File: config.mk
export PLATFORM = sky130hd
export DESIGN_NAME = vst_sync_timing
export DESIGN_NICKNAME = d
export VERILOG_FILES = /design/src/inc/vst_pkg.sv /design/src/inc/vst_tmr_if.sv /design/src/rtl/vst_one_shot.sv /design/src/rtl/vst_sync_timing.sv
export SDC_FILE = /design/constraint.sdc
export NUM_CORES = 1
export LEC_CHECK = 0
export BUFFER_PORTS_ARGS = -buffer_cell sky130_fd_sc_hd__clkbuf_2
export CAP_MARGIN = 10
export CELL_PAD_IN_SITES_DETAIL_PLACEMENT = 0
export CELL_PAD_IN_SITES_GLOBAL_PLACEMENT = 1
export CORE_AREA = 2 2 187 189
export DETAILED_ROUTE_END_ITERATION = 12
export DIE_AREA = 0 0 189 191
export PLACE_DENSITY_LB_ADDON = 0.25
export SYNTH_ARGS = -nofsm -noshare
export SYNTH_HDL_FRONTEND = slang
export SYNTH_SLANG_ARGS = --single-unit
File: constraint.sdc
create_clock -name pclk -period 5.3 [get_ports pclk]
set_clock_uncertainty 0.15 [all_clocks]
set_input_delay 0.265 -clock pclk [delete_from_list [all_inputs] [get_ports pclk]]
set_output_delay 0.265 -clock pclk [all_outputs]
set_load 0.03 [all_outputs]
File: src/inc/vst_pkg.sv
// constants shared by the sync timing extractor and its bench
package vst_pkg;
   // ****************************************
   // clock and times
   // ****************************************
   localparam int CLK_NS = 10;
   localparam int HS_W_NS = 5000;
   localparam int BP_W_NS = 3700;
   localparam int BROAD_NS = 15000;
   localparam int VDEF_NS = 36000;
   localparam int HREJ_NS = 48000;
   localparam int LOSS_NS = 600000;
   localparam int HREJ_CYC = HREJ_NS / CLK_NS;
   localparam int LOSS_CYC = LOSS_NS / CLK_NS;
   localparam logic [15:0] HS_W_RST = 16'(HS_W_NS / CLK_NS);
   localparam logic [15:0] BP_W_RST = 16'(BP_W_NS / CLK_NS);
   localparam logic [15:0] BROAD_RST = 16'(BROAD_NS / CLK_NS);
   localparam logic [15:0] VDEF_RST = 16'(VDEF_NS / CLK_NS);
   localparam logic [1:0] SCAN_RST = 2'h0;
   localparam logic [7:0] MIN_AMP_RST = 8'h40;
   // ****************************************
   // register offsets (byte addresses)
   // ****************************************
   localparam logic [7:0] OFF_CTRL = 8'h00;
   localparam logic [7:0] OFF_HS_W = 8'h04;
   localparam logic [7:0] OFF_BP_W = 8'h08;
   localparam logic [7:0] OFF_HREJ = 8'h0c;
   localparam logic [7:0] OFF_BROAD = 8'h10;
   localparam logic [7:0] OFF_VDEF = 8'h14;
   localparam logic [7:0] OFF_LOSS = 8'h18;
   localparam logic [7:0] OFF_MIN_AMP = 8'h1c;
   localparam logic [7:0] OFF_STATUS = 8'h20;
   // ****************************************
   // status fields and timer slots
   // ****************************************
   localparam int ST_NSD = 0;
   localparam int ST_ODD = 1;
   localparam int ST_VS = 2;
   localparam int ST_VINT = 3;
   localparam int ST_LEN_LSB = 16;
   localparam int TMR_HS = 0;
   localparam int TMR_BP = 1;
   localparam int TMR_HR = 2;
   localparam int NTMR = 3;
endpackage

File: src/inc/vst_tmr_if.sv
// start, length and busy of one programmable one-shot
`timescale 1ns/1ns
interface vst_tmr_if #(parameter int CW = 16);
   logic start;
   logic [CW-1:0] len;
   logic busy;
   modport owner (output start, output len, input busy);
   modport timer (input start, input len, output busy);
endinterface

File: src/rtl/vst_one_shot.sv
// retriggerable one-shot: busy for len cycles after start
`timescale 1ns/1ns
module vst_one_shot #(
   parameter int CW = 16
) (
   input wire logic pclk,
   input wire logic presetn,
   vst_tmr_if.timer t
);
   typedef struct packed {
      logic [CW-1:0] cnt;
   } vst_os_state_t;

   vst_os_state_t s_q;
   vst_os_state_t s_d;

   if (CW < 2)
   begin : g_bad_cw
      $error("vst_one_shot: CW must be at least 2");
   end

   always_comb
   begin
      s_d = s_q;
      if (t.start)
      begin
         // a zero length still gives one cycle so a start is never lost
         s_d.cnt = (t.len == '0) ? CW'(1) : t.len;
      end
      else if (s_q.cnt != '0)
      begin
         s_d.cnt = s_q.cnt - CW'(1);
      end
   end

   always_ff @(posedge pclk or negedge presetn)
   begin
      if (!presetn)
      begin
         s_q <= '0;
      end
      else
      begin
         s_q <= s_d;
      end
   end

   assign t.busy = (s_q.cnt != '0);
endmodule

File: src/rtl/vst_sync_timing.sv
// digital timing of a video sync separator with an apb register file
// Functional notes
// composite sync out copies every input pulse
// vertical starts on first serration rising edge
// vertical ends after first post-interval equalizing pulse
// no-signal on loss or low amplitude
// no-signal only after a lasting condition
// back porch starts on sync trailing edge
// in vertical, back porch starts on serration rise
// back porch width set by programmable one-shot
// odd/even low for even, high for odd
// noise pulses must not flip odd/even
// horizontal out only line pulses, fixed width
// horizontal starts on line sync leading edge
// half-line pulses removed from horizontal out
// timings scale together with scan rate setting; the loss timeout loss_t is not scaled
// sync outputs are active low
// default vertical start without serrations
// odd/even updates once per field at vertical
// rejector timeout restarts after each horizontal pulse
// input synchronised, durations in clock cycles
// broad pulses found by counting low time
// reset clears outputs, state and counters
`timescale 1ns/1ns
module vst_sync_timing
   import vst_pkg::*;
#(
   parameter int CW = 16,
   parameter int HREJ_RST = vst_pkg::HREJ_CYC,
   parameter int LOSS_RST = vst_pkg::LOSS_CYC
) (
   input wire logic pclk,
   input wire logic presetn,
   input wire logic psel,
   input wire logic penable,
   input wire logic pwrite,
   input wire logic [7:0] paddr,
   input wire logic [31:0] pwdata,
   output logic [31:0] prdata,
   output logic pready,
   output logic pslverr,
   input wire logic csync_in_n,
   input wire logic amp_low,
   output logic [7:0] min_amplitude_threshold,
   output logic csync_out_n,
   output logic vsync_n,
   output logic bp_n,
   output logic hsync_n,
   output logic odd_even,
   output logic nsd
);
   import vst_pkg::*;

   typedef struct packed {
      logic s1;
      logic s2;
      logic s3;
      logic [CW-1:0] low_cnt;
      logic [CW-1:0] line_cnt;
      logic [CW-1:0] line_len;
      logic [CW-1:0] loss_cnt;
      logic vint;
      logic vs_on;
      logic odd;
      logic nsd;
      logic [1:0] scan;
      logic [CW-1:0] hs_w;
      logic [CW-1:0] bp_w;
      logic [CW-1:0] hrej_t;
      logic [CW-1:0] broad_t;
      logic [CW-1:0] vdef_t;
      logic [CW-1:0] loss_t;
      logic [7:0] min_amp;
      logic [31:0] rdata;
      logic slverr;
   } vst_state_t;

   localparam vst_state_t RST = '{
      hs_w: CW'(HS_W_RST), bp_w: CW'(BP_W_RST), hrej_t: CW'(HREJ_RST),
      broad_t: CW'(BROAD_RST), vdef_t: CW'(VDEF_RST), loss_t: CW'(LOSS_RST),
      scan: SCAN_RST, min_amp: MIN_AMP_RST, s1: 1'b1, s2: 1'b1, s3: 1'b1,
      default: '0};

   vst_state_t s_q;
   vst_state_t s_d;

   if (CW < 16 || CW > 32 || (CW < 31 && (HREJ_RST >= 2**CW || LOSS_RST >= 2**CW)))
   begin : g_bad_par
      $error("vst_sync_timing: counts do not fit in CW bits");
   end

   // ****************************************
   // decoding
   // ****************************************
   function automatic logic hit(input logic [7:0] a, input logic [7:0] off);
      hit = (a == off);
   endfunction

   logic fall;
   logic rise;
   logic broad;
   logic vs_ser;
   logic vs_def;
   logic vs_start;
   logic vs_end;
   logic hs_start;
   logic mid_line;
   logic wr;
   logic rd_setup;
   logic [CW-1:0] quarter;
   logic [NTMR-1:0] t_start;
   logic [NTMR-1:0] t_busy;
   logic [CW-1:0] t_len [NTMR];

   // synchronised edges
   assign fall = s_q.s3 & ~s_q.s2;
   assign rise = ~s_q.s3 & s_q.s2;
   // thresholds scale with the scan setting
   assign broad = s_q.low_cnt >= (s_q.broad_t >> s_q.scan);
   // first serration rise ends a broad pulse
   assign vs_ser = rise & broad & s_q.vint & ~s_q.vs_on;
   // default start after a long unbroken low
   assign vs_def = ~s_q.s2 & ~s_q.vs_on & (s_q.low_cnt == (s_q.vdef_t >> s_q.scan));
   assign vs_start = vs_ser | vs_def;
   // first short pulse after the interval ends vertical
   assign vs_end = s_q.vs_on & rise & ~broad;
   // leading edges inside the rejector timeout are ignored
   assign hs_start = fall & ~t_busy[TMR_HR];
   assign quarter = s_q.line_len >> 2;
   assign mid_line = (s_q.line_cnt > quarter) && (s_q.line_cnt < (s_q.line_len - quarter));
   assign wr = psel & penable & pwrite;
   assign rd_setup = psel & ~penable & ~pwrite;

   // ****************************************
   // next state
   // ****************************************
   always_comb
   begin
      s_d = s_q;
      // two-stage synchroniser, third stage for edges
      s_d.s1 = csync_in_n;
      s_d.s2 = s_q.s1;
      s_d.s3 = s_q.s2;
      // low time counted, restarted on each edge
      if (fall | rise)
      begin
         s_d.low_cnt = '0;
      end
      else if (~s_q.s2 && s_q.low_cnt != '1)
      begin
         s_d.low_cnt = s_q.low_cnt + CW'(1);
      end
      if (~s_q.s2 & broad)
      begin
         s_d.vint = 1'b1;
      end
      else if (vs_end)
      begin
         s_d.vint = 1'b0;
      end
      // vertical pulse state
      if (vs_start)
      begin
         s_d.vs_on = 1'b1;
      end
      else if (vs_end)
      begin
         s_d.vs_on = 1'b0;
      end
      // field parity from line phase at vertical start
      if (vs_start)
      begin
         s_d.odd = mid_line;
      end
      // only gated line pulses time the line, so noise cannot move it
      if (hs_start)
      begin
         s_d.line_cnt = '0;
         s_d.line_len = s_q.line_cnt;
      end
      else if (s_q.line_cnt != '1)
      begin
         s_d.line_cnt = s_q.line_cnt + CW'(1);
      end
      // loss or low amplitude keeps counting
      if (fall & ~amp_low)
      begin
         s_d.loss_cnt = '0;
      end
      else if (s_q.loss_cnt != '1)
      begin
         s_d.loss_cnt = s_q.loss_cnt + CW'(1);
      end
      // flag only once the condition has lasted
      s_d.nsd = (s_q.loss_cnt >= s_q.loss_t);
      // apb write takes effect in the access cycle
      if (wr)
      begin
         if (hit(paddr, OFF_CTRL))
            s_d.scan = pwdata[1:0];
         if (hit(paddr, OFF_HS_W))
            s_d.hs_w = pwdata[CW-1:0];
         if (hit(paddr, OFF_BP_W))
            s_d.bp_w = pwdata[CW-1:0];
         if (hit(paddr, OFF_HREJ))
            s_d.hrej_t = pwdata[CW-1:0];
         if (hit(paddr, OFF_BROAD))
            s_d.broad_t = pwdata[CW-1:0];
         if (hit(paddr, OFF_VDEF))
            s_d.vdef_t = pwdata[CW-1:0];
         if (hit(paddr, OFF_LOSS))
            s_d.loss_t = pwdata[CW-1:0];
         if (hit(paddr, OFF_MIN_AMP))
            s_d.min_amp = pwdata[7:0];
      end
      // read data and error are registered at the setup edge
      if (psel & ~penable)
      begin
         s_d.rdata = '0;
         s_d.slverr = 1'b0;
         if (hit(paddr, OFF_CTRL))
            s_d.rdata[1:0] = s_q.scan;
         else if (hit(paddr, OFF_HS_W))
            s_d.rdata[CW-1:0] = s_q.hs_w;
         else if (hit(paddr, OFF_BP_W))
            s_d.rdata[CW-1:0] = s_q.bp_w;
         else if (hit(paddr, OFF_HREJ))
            s_d.rdata[CW-1:0] = s_q.hrej_t;
         else if (hit(paddr, OFF_BROAD))
            s_d.rdata[CW-1:0] = s_q.broad_t;
         else if (hit(paddr, OFF_VDEF))
            s_d.rdata[CW-1:0] = s_q.vdef_t;
         else if (hit(paddr, OFF_LOSS))
            s_d.rdata[CW-1:0] = s_q.loss_t;
         else if (hit(paddr, OFF_MIN_AMP))
            s_d.rdata[7:0] = s_q.min_amp;
         else if (hit(paddr, OFF_STATUS) & rd_setup)
         begin
            s_d.rdata[ST_NSD] = s_q.nsd;
            s_d.rdata[ST_ODD] = s_q.odd;
            s_d.rdata[ST_VS] = s_q.vs_on;
            s_d.rdata[ST_VINT] = s_q.vint;
            s_d.rdata[ST_LEN_LSB +: 16] = s_q.line_len[15:0];
         end
         else
            // status is read only, so a write there errors too
            s_d.slverr = 1'b1;
      end
   end

   // async reset to constants only
   always_ff @(posedge pclk or negedge presetn)
   begin
      if (!presetn)
      begin
         s_q <= RST;
      end
      else
      begin
         s_q <= s_d;
      end
   end

   // ****************************************
   // one-shots
   // ****************************************
   // line pulse and rejector timeout start together
   assign t_start[TMR_HS] = hs_start;
   assign t_start[TMR_HR] = hs_start;
   // every trailing edge, serrations included
   assign t_start[TMR_BP] = rise;
   // widths from registers, scaled by scan
   assign t_len[TMR_HS] = s_q.hs_w >> s_q.scan;
   assign t_len[TMR_BP] = s_q.bp_w >> s_q.scan;
   assign t_len[TMR_HR] = s_q.hrej_t >> s_q.scan;

   vst_tmr_if #(.CW(CW)) tif [NTMR] ();

   for (genvar i = 0; i < NTMR; i++)
   begin : g_tmr
      assign tif[i].start = t_start[i];
      assign tif[i].len = t_len[i];
      assign t_busy[i] = tif[i].busy;
      vst_one_shot #(.CW(CW)) u_os (
         .pclk(pclk),
         .presetn(presetn),
         .t(tif[i])
      );
   end

   // ****************************************
   // outputs
   // ****************************************
   // active-low copy, three cycles late
   assign csync_out_n = s_q.s3;
   assign vsync_n = ~s_q.vs_on;
   assign bp_n = ~t_busy[TMR_BP];
   assign hsync_n = ~t_busy[TMR_HS];
   assign odd_even = s_q.odd;
   assign nsd = s_q.nsd;
   assign min_amplitude_threshold = s_q.min_amp;
   assign prdata = s_q.rdata;
   assign pready = 1'b1;
   assign pslverr = s_q.slverr & psel & penable;
endmodule

==> results of run 1 <==
[path summary, 6_finish.rpt]
kind / from / to / slack (ns) / cells after the start
min in group asynchronous: presetn / s_q[197] / 0.12 / 2
max reg2reg: quarter[0] / odd_even / 1.23 / 16
min reg2reg: s_d[208] / s_d[207] / 0.21 / 0
max: quarter[0] / odd_even / 1.23 / 16
max in group asynchronous: presetn / s_q[41] / 3.51 / 3
min: paddr[5] / prdata[6] / 0.06 / 4
[sequential cells by signal (all words and copies together), names as in the netlist]
signal and flops:
min_amplitude_threshold 8, s_q 151, s_d 2, g_tmr.u_os.s_q 48, csync_out_n 1, nsd 1
odd_even 1, quarter 14, prdata 32
[timing repair]
action / 4_1_cts / 5_1_grt
endpoints found under the hold margin: 225 / 0
hold buffers: 22 / 0
buffers inserted: 0 / 0
[through the flow]
step / power [uW] / setup WS, ns / hold WS [ns] / std cells / cell area, um^2
finish: 6270 / 1.23 / 0.0578 / 2157 / 18200
CTS: 6330 / 1.13 / 0.0181 / 2157 / 18200
global route: 6630 / 0.837 / 0.0607 / 2157 / 18200
floorplan: 3610 / 1.27 / -0.181 / 1651 / 16500
global placement: 3970 / 1.22 / 0.201 / 2079 / 16900
detailed placement: 4010 / 1.15 / 0.201 / 2079 / 16900
[power groups by stage]
stage	registers (uW)	logic (uW)	clock network, uW
after floorplan	2470	1140	0
after global routing	2550	1670	2400
after detailed placement	2540	1460	0
after global placement	2540	1430	0
final	2510	1470	2280
after CTS	2510	1490	2330
[metal layers]
metal | global-route usage, % | vias to the layer above | share of wire (%)
li1 | - | 5987 | -
met1 | 34.2 | 6308 | 46
met2 | 39.4 | 307 | 46
met3 | 4.13 | 88 | 5.3
met4 | 7.60 | 2 | 3.0
met5 | 0 | - | 0.030
[cell usage in the layout, fill, tap and decap left out, types with 22 or more instances in the layout]
cell / n
mux4_2: 33
inv_1: 67
mux2i_1: 63
nand2_1: 138
nor3_1: 29
dfstp_2: 37
clkbuf_2: 76
dlygate4sd3_1: 22
dfrtp_1: 219
clkbuf_16: 30
o21ai_0: 90
xor2_1: 47
a21oi_1: 69
xnor2_1: 52
ha_1: 83
nor2_1: 143
nand3_1: 41
mux2_2: 127
[area by class of cell]
| type | instances | area [um^2] | area share (%) |
|---|---|---|---|
| flip-flops and latches | 258 | 6510 | 35.7 |
| clock buffers | 35 | 790 | 4.33 |
| inverters | 70 | 263 | 1.44 |
| repair buffers | 113 | 721 | 3.95 |
| multi-input cells | 1205 | 9080 | 49.8 |
| clock inverters | 21 | 305 | 1.67 |
| well taps | 455 | 569 | 3.12 |
[cell families after synthesis]
| group | synth area share [%] |
|---|---|
| buffers and inverters | 5.48 |
| adders and majority gates | 6.43 |
| other | 0.0228 |
| xor gates and xnor gates | 5.26 |
| muxes | 17.0 |
| AOI/OAI and AO/OA | 12.7 |
| DFF | 39.5 |
| and+or+nand+nor | 13.6 |
[tightest hold or removal path, stage by stage]
cell,delay [ns]
clkbuf_2,0.14
nor2_1,0.18
nand2_1,0.11
a31oi_1,0.07
==> impl_metrics.xml, run 1 <==
<?xml version="1.0" encoding="UTF-8"?>
<metrics>
  <group name="floorplanning">
    <metric name="floorplan.core_area" unit="mm^2">0.0341</metric>
    <metric name="die_x" unit="um">189</metric>
    <metric name="die_h" unit="um">191</metric>
    <metric name="initial_core_util" unit="%">48.3</metric>
    <metric name="io-pin-count" unit="">95</metric>
    <metric name="num_rows" unit="">68</metric>
    <metric name="die_area" unit="mm^2">0.0361</metric>
  </group>
  <group name="clocking">
    <metric name="clkLatencyLatePin" unit="ns">0.60</metric>
    <metric name="root_buffer" unit="">clkbuf_16</metric>
    <metric name="cts_resized" unit="">0</metric>
    <metric name="cts_inserted_buffers" unit="">30</metric>
    <metric name="clock-sinks" unit="">258</metric>
    <metric name="clk_pin_slew" unit="ns">0.07</metric>
    <metric name="htree_num_levels" unit="">1</metric>
    <metric name="cts_max_path_buffers" unit="">3</metric>
    <metric name="tritoncts" unit="">yes</metric>
  </group>
  <group name="timing">
    <metric name="layout_min_cycle_time" unit="ns">4.07</metric>
    <metric name="worst-slew-pin-transition" unit="ns">1.00</metric>
    <metric name="period_share" unit="%">76.8</metric>
    <metric name="setup_violations" unit="">0</metric>
    <metric name="final-hold-violation-count" unit="">0</metric>
    <metric name="setup_tns" unit="ns">0</metric>
    <metric name="clock.fmax" unit="MHz">246</metric>
    <metric name="rsz_0062_raised_after_global_routing" unit="">false</metric>
    <metric name="report.final.slew_viol_count" unit="">0</metric>
    <metric name="timing.max_slew.rel_slack" unit="%">33.1</metric>
  </group>
  <group name="run">
    <metric name="max-cap-violations" unit="">0</metric>
  </group>
  <group name="finish">
    <metric name="area_growth" unit="%">10.7</metric>
    <metric name="design.final.nets" unit="">1809</metric>
    <metric name="num-fill-cells" unit="">3098</metric>
    <metric name="drive_gt1_share" unit="%">21.5</metric>
    <metric name="postLayoutCoreUtil" unit="%">53.4</metric>
    <metric name="num_antenna_cells" unit="">0</metric>
  </group>
  <group name="drt">
    <metric name="via_per_inst" unit="">5.88</metric>
    <metric name="detail_route.iter0.violations" unit="">899</metric>
    <metric name="wl_per_cell" unit="um">20.2</metric>
    <metric name="finalWirelength" unit="um">43700</metric>
    <metric name="postRouteAntennaNets" unit="">0</metric>
    <metric name="dr_total_vias" unit="">12692</metric>
    <metric name="remaining_drc_errors" unit="">0</metric>
    <metric name="drt_pass1_iterations" unit="">5</metric>
  </group>
  <group name="synthesis">
    <metric name="syn_area_per_cell" unit="um^2">9.98</metric>
    <metric name="synth_edf_count" unit="">0</metric>
    <metric name="synthFlopType" unit="">dfrtp_1</metric>
    <metric name="yosysMostFrequentCell" unit="">dfrtp_1</metric>
    <metric name="synth_top_cell_area_share" unit="%">33.6</metric>
    <metric name="most_numerous_cell_types_in_the_synthesized_netlist" unit="">dfrtp_1, nor2_1, nand2_1</metric>
    <metric name="synth_sequential_area_ratio" unit="%">39.5</metric>
    <metric name="synth_area_leader_cell" unit="">dfrtp_1</metric>
    <metric name="postSynthCellCount" unit="">1651</metric>
    <metric name="synthesis.yosys.warnings" unit="">0</metric>
    <metric name="post_synth_instance_area" unit="mm^2">0.0165</metric>
    <metric name="yosys_register_bits" unit="">258</metric>
    <metric name="mappedNetlistNets" unit="">1782</metric>
    <metric name="synth.lib_cells_used.distinct" unit="">73</metric>
    <metric name="synth.top_cells.by_area" unit="">dfrtp_1, mux2_2, ha_1</metric>
    <metric name="synth_async_sr_flop_share" unit="%">100</metric>
  </group>
  <group name="worst_setup_path">
    <metric name="crit_type" unit="">flop to flop</metric>
    <metric name="crit_buf_inv" unit="">1</metric>
    <metric name="cp-start-kind" unit="">flop</metric>
    <metric name="most_repeated_library_cell_on_the_critical_path" unit="">a21oi_1</metric>
    <metric name="worst-path-max-fanout" unit="">5</metric>
    <metric name="timing.critical_path.required" unit="ns">5.69</metric>
    <metric name="critical_path.cell_chain" unit="">ha_1 &gt; inv_1 &gt; fa_1 &gt; a21o_1 &gt; a21oi_1 &gt; o21ai_0 &gt; a211oi_1 &gt; o311ai_0 &gt; a21oi_1 &gt; xnor2_1 &gt; ha_1 &gt; a21o_1 &gt; a21oi_1 &gt; o31ai_1 &gt; a211oi_1 &gt; mux2_2</metric>
    <metric name="worst-endpoint-arrival" unit="ns">4.46</metric>
    <metric name="crit_slowest_cell" unit="">dfrtp_1</metric>
    <metric name="critPathMaxStageDelay" unit="ns">0.44</metric>
    <metric name="delay_heaviest_family_cp" unit="">compound AO/OA/AOI/OAI gates</metric>
    <metric name="critical_path.endpoint_type" unit="">flop</metric>
  </group>
  <group name="place">
    <metric name="gp_routability_congestion" unit="">0.866</metric>
    <metric name="hpwlAfterDp" unit="um">31100</metric>
    <metric name="io_buffer_count" unit="">77</metric>
  </group>
  <group name="power">
    <metric name="share_clk_of_total_power" unit="%">36.4</metric>
    <metric name="p_comb_share" unit="%">23.4</metric>
    <metric name="power.switching" unit="uW">1990</metric>
    <metric name="p_int" unit="uW">4270</metric>
    <metric name="total_leakage_power" unit="uW">0.00801</metric>
    <metric name="vdd_ir_drop_max" unit="uV">227</metric>
    <metric name="power_per_cell_area" unit="mW/mm^2">344</metric>
    <metric name="power.switching_fraction" unit="%">31.8</metric>
    <metric name="sequentialPowerShare" unit="%">40.1</metric>
  </group>
  <group name="global_routing">
    <metric name="grt_overflow" unit="">0</metric>
    <metric name="initial_antenna_violation_count" unit="">1</metric>
    <metric name="grt_max_degree" unit="">117</metric>
    <metric name="grt_use_total" unit="%">24.6</metric>
    <metric name="vias_in_the_first_global_route" unit="">12472</metric>
    <metric name="first_pass_grt_wire_length" unit="um">70400</metric>
  </group>
  <group name="status">
    <metric name="run_status" unit="">finished clean</metric>
  </group>
  <group name="worst_hold_path">
    <metric name="hold_class" unit="">input port to flop</metric>
  </group>
</metrics>
No activity file was read; power rests on OpenSTA's default activity.
==> run 2: changes to the inputs <==
--- a/config.mk
+++ b/config.mk
@@ -9,9 +9,9 @@
 export CAP_MARGIN = 10
 export CELL_PAD_IN_SITES_DETAIL_PLACEMENT = 0
 export CELL_PAD_IN_SITES_GLOBAL_PLACEMENT = 1
-export CORE_AREA = 2 2 187 189
+export CORE_AREA = 2 2 197 199
 export DETAILED_ROUTE_END_ITERATION = 12
-export DIE_AREA = 0 0 189 191
+export DIE_AREA = 0 0 199 201
 export PLACE_DENSITY_LB_ADDON = 0.25
 export SYNTH_ARGS = -nofsm -noshare
 export SYNTH_HDL_FRONTEND = slang
==> constraint.sdc (replaced) <==
create_clock -name pclk -period 3.43 [get_ports pclk]
set_clock_uncertainty 0.15 [all_clocks]
set_input_delay 0.1715 -clock pclk [delete_from_list [all_inputs] [get_ports pclk]]
set_output_delay 0.1715 -clock pclk [all_outputs]
set_load 0.03 [all_outputs]
==> run 2 against run 1 <==
  * Non-clock buffer count grew 52
  * Global-route usage shrank 1.3 points
  * Worst setup slack lost 1.2 ns
  * Sequential power grew 55%
  * Routed wire length grew 4.9%
  * Combinational power grew 66%
  * First-iteration DRC count shrank 7.9%
  * Sequential share of layout area shrank 1.1 points
  * Utilization shrank 4.1 points
  * Clock power grew 48%
  * Critical path depth is the same
  * The run now ends with setup timing left
  * Hold slack lost 0.055 ns
==> impl_metrics.xml, run 2 (synthesis results as in run 1) <==
<?xml version="1.0" encoding="UTF-8"?>
<metrics>
  <group name="global_routing">
    <metric name="first_pass_grt_wire_length" unit="um">73200</metric>
    <metric name="grt_max_degree" unit="">77</metric>
    <metric name="initial_antenna_violation_count" unit="">0</metric>
    <metric name="vias_in_the_first_global_route" unit="">12846</metric>
    <metric name="grt_overflow" unit="">0</metric>
    <metric name="grt_use_total" unit="%">23.3</metric>
  </group>
  <group name="drt">
    <metric name="finalWirelength" unit="um">45800</metric>
    <metric name="wl_per_cell" unit="um">20.1</metric>
    <metric name="wl_met3" unit="um">2040</metric>
    <metric name="remaining_drc_errors" unit="">0</metric>
    <metric name="drt-met1-wl" unit="um">21400</metric>
    <metric name="wl_met2" unit="um">21000</metric>
    <metric name="via_per_inst" unit="">5.67</metric>
    <metric name="detail_route.iter0.violations" unit="">828</metric>
    <metric name="drt_pass1_iterations" unit="">5</metric>
    <metric name="dr_total_vias" unit="">12890</metric>
    <metric name="postRouteAntennaNets" unit="">0</metric>
    <metric name="highest_layer" unit="">met4</metric>
  </group>
  <group name="run">
    <metric name="max-cap-violations" unit="">0</metric>
  </group>
  <group name="status">
    <metric name="run_status" unit="">complete, but fails checks</metric>
    <metric name="failed_checks" unit="">setup timing</metric>
  </group>
  <group name="clocking">
    <metric name="clkLatencyLatePin" unit="ns">0.59</metric>
    <metric name="tritoncts" unit="">yes</metric>
    <metric name="cts_inserted_buffers" unit="">31</metric>
    <metric name="htree_num_levels" unit="">1</metric>
    <metric name="cts_max_path_buffers" unit="">3</metric>
    <metric name="clock-sinks" unit="">258</metric>
    <metric name="root_buffer" unit="">clkbuf_16</metric>
    <metric name="clk_pin_slew" unit="ns">0.06</metric>
  </group>
  <group name="floorplanning">
    <metric name="floorplan.core_area" unit="mm^2">0.0381</metric>
    <metric name="num_rows" unit="">72</metric>
    <metric name="initial_core_util" unit="%">43.2</metric>
    <metric name="die_area" unit="mm^2">0.0400</metric>
    <metric name="die_x" unit="um">199</metric>
    <metric name="die_h" unit="um">201</metric>
    <metric name="io-pin-count" unit="">95</metric>
  </group>
  <group name="timing">
    <metric name="report.final.slew_viol_count" unit="">0</metric>
    <metric name="worst-slew-pin-transition" unit="ns">0.949</metric>
    <metric name="rsz_0062_raised_after_global_routing" unit="">true</metric>
    <metric name="worst_slack" unit="ns">-0.00828</metric>
    <metric name="layout_min_cycle_time" unit="ns">3.44</metric>
    <metric name="period_share" unit="%">100</metric>
    <metric name="clock.fmax" unit="MHz">291</metric>
    <metric name="timing.max_slew.rel_slack" unit="%">36.8</metric>
    <metric name="setup_violations" unit="">1</metric>
    <metric name="final-hold-violation-count" unit="">0</metric>
  </group>
  <group name="power">
    <metric name="power_per_cell_area" unit="mW/mm^2">517</metric>
    <metric name="vdd_ir_drop_max" unit="uV">504</metric>
    <metric name="finalPower" unit="uW">9710</metric>
    <metric name="total_leakage_power" unit="uW">0.00831</metric>
  </group>
  <group name="place">
    <metric name="dpl.cell_count" unit="">2189</metric>
    <metric name="hpwlAfterDp" unit="um">33600</metric>
    <metric name="io_buffer_count" unit="">77</metric>
    <metric name="gp_routability_congestion" unit="">0.875</metric>
    <metric name="pre_cts_slack" unit="ns">-0.356</metric>
    <metric name="detailed_place.area" unit="mm^2">0.0174</metric>
  </group>
  <group name="finish">
    <metric name="area_growth" unit="%">14.1</metric>
    <metric name="num_antenna_cells" unit="">0</metric>
    <metric name="final-instance-count-excl-fill" unit="">2274</metric>
    <metric name="most_frequent_standard_cell_in_the_layout_excluding_fill_and_tap_cells" unit="">dfrtp_1</metric>
    <metric name="design.final.nets" unit="">1862</metric>
    <metric name="drive_gt1_share" unit="%">24.5</metric>
    <metric name="largest_register_ffs" unit="">151</metric>
    <metric name="regMostFlops" unit="">s_q</metric>
    <metric name="top_library_cells_by_usage_in_the_layout_fill_and_taps_aside" unit="">dfrtp_1, nor2_1, nand2_1</metric>
    <metric name="stdcell_area" unit="mm^2">0.0188</metric>
  </group>
  <group name="worst_setup_path">
    <metric name="cp-start-kind" unit="">flop</metric>
    <metric name="worst-path-max-fanout" unit="">3</metric>
    <metric name="worstReg2RegStart" unit="">s_q[160]</metric>
    <metric name="worst-endpoint-arrival" unit="ns">3.77</metric>
    <metric name="ff2ff_path_depth" unit="">16</metric>
    <metric name="start_point_of_the_critical_path" unit="">s_q[160]</metric>
    <metric name="crit_type" unit="">flop to flop</metric>
    <metric name="timing.critical_path.required" unit="ns">3.76</metric>
    <metric name="critical_path.endpoint_type" unit="">flop</metric>
    <metric name="capture_instance_of_the_worst_register_to_register_path" unit="">odd_even</metric>
    <metric name="reg2reg_slack" unit="ns">-0.008</metric>
  </group>
  <group name="worst_hold_path">
    <metric name="hold_class" unit="">input port to asynchronous set/reset pin</metric>
  </group>
</metrics>
## run 2: worst max-delay path by stage
stage / to / slack [ns] / cells past startpoint
2_1_floorplan: odd_even / -0.03 / 16
3_3_place_gp: odd_even / -0.27 / 18
3_5_place_dp: odd_even / -0.36 / 18
4_1_cts: odd_even / -0.07 / 18
5_1_grt: odd_even / -0.17 / 18
6_report: odd_even / -0.008 / 16
## run 2: final cells by class
type                    instances  area (um^2)
inverters                      70          263
repair buffers                165         1170
fillers                      3592        19300
well taps                     518          648
multi-input cells            1205         9160
clock inverters                14          169
clock buffers                  44          875
flip-flops and latches        258         6510
## run 2: critical path, cell delays in order, from the launching register on
cell and delay, ns:
dfrtp_1 0.40, buf_4 0.15, ha_1 0.28, nor2b_1 0.13, o21a_1 0.18, o21ai_0 0.16
buf_4 0.15, a21oi_1 0.08, o21a_1 0.20, or2_2 0.32, ha_4 0.28, nand4_1 0.10
a211oi_2 0.16, o211ai_1 0.13, a21oi_1 0.14, a211oi_1 0.06, mux2_4 0.26
## run 2: per-stage QoR
stage                     hold WS (ns)  utilization, %  TNS (ns)
final                          0.00233            49.3  -0.00828
after global routing            0.0496            49.3    -0.172
after CTS                       0.0162            49.2   -0.0736
after detailed placement        0.0397            45.7    -0.356
after global placement          0.0402            45.7    -0.272
after floorplan                 -0.274               -   -0.0269
## run 2: repair_timing
item                       4_1_cts  5_1_grt
resized for setup               12        8
hold buffers                    22        0
setup endpoints to repair        1        5
hold endpoints to repair       361        0
buffers inserted                 3        2
pin swaps                       14       12
## run 2: report_power, final
| part | leakage [uW] | switching (uW) | total (uW) | internal [uW] |
|---|---|---|---|---|
| logic | 0.00445 | 1270 | 2440 | 1170 |
| clock network | 0.000517 | 1370 | 3380 | 2010 |
| registers | 0.00334 | 456 | 3890 | 3430 |
## run 2: routing by layer
metal  up-vias  global-route usage, %
li1       6074                      -
met1      6458                   33.3
met5         -                      0
met3        86                   3.75
met2       272                   36.5
met4         0                   7.04
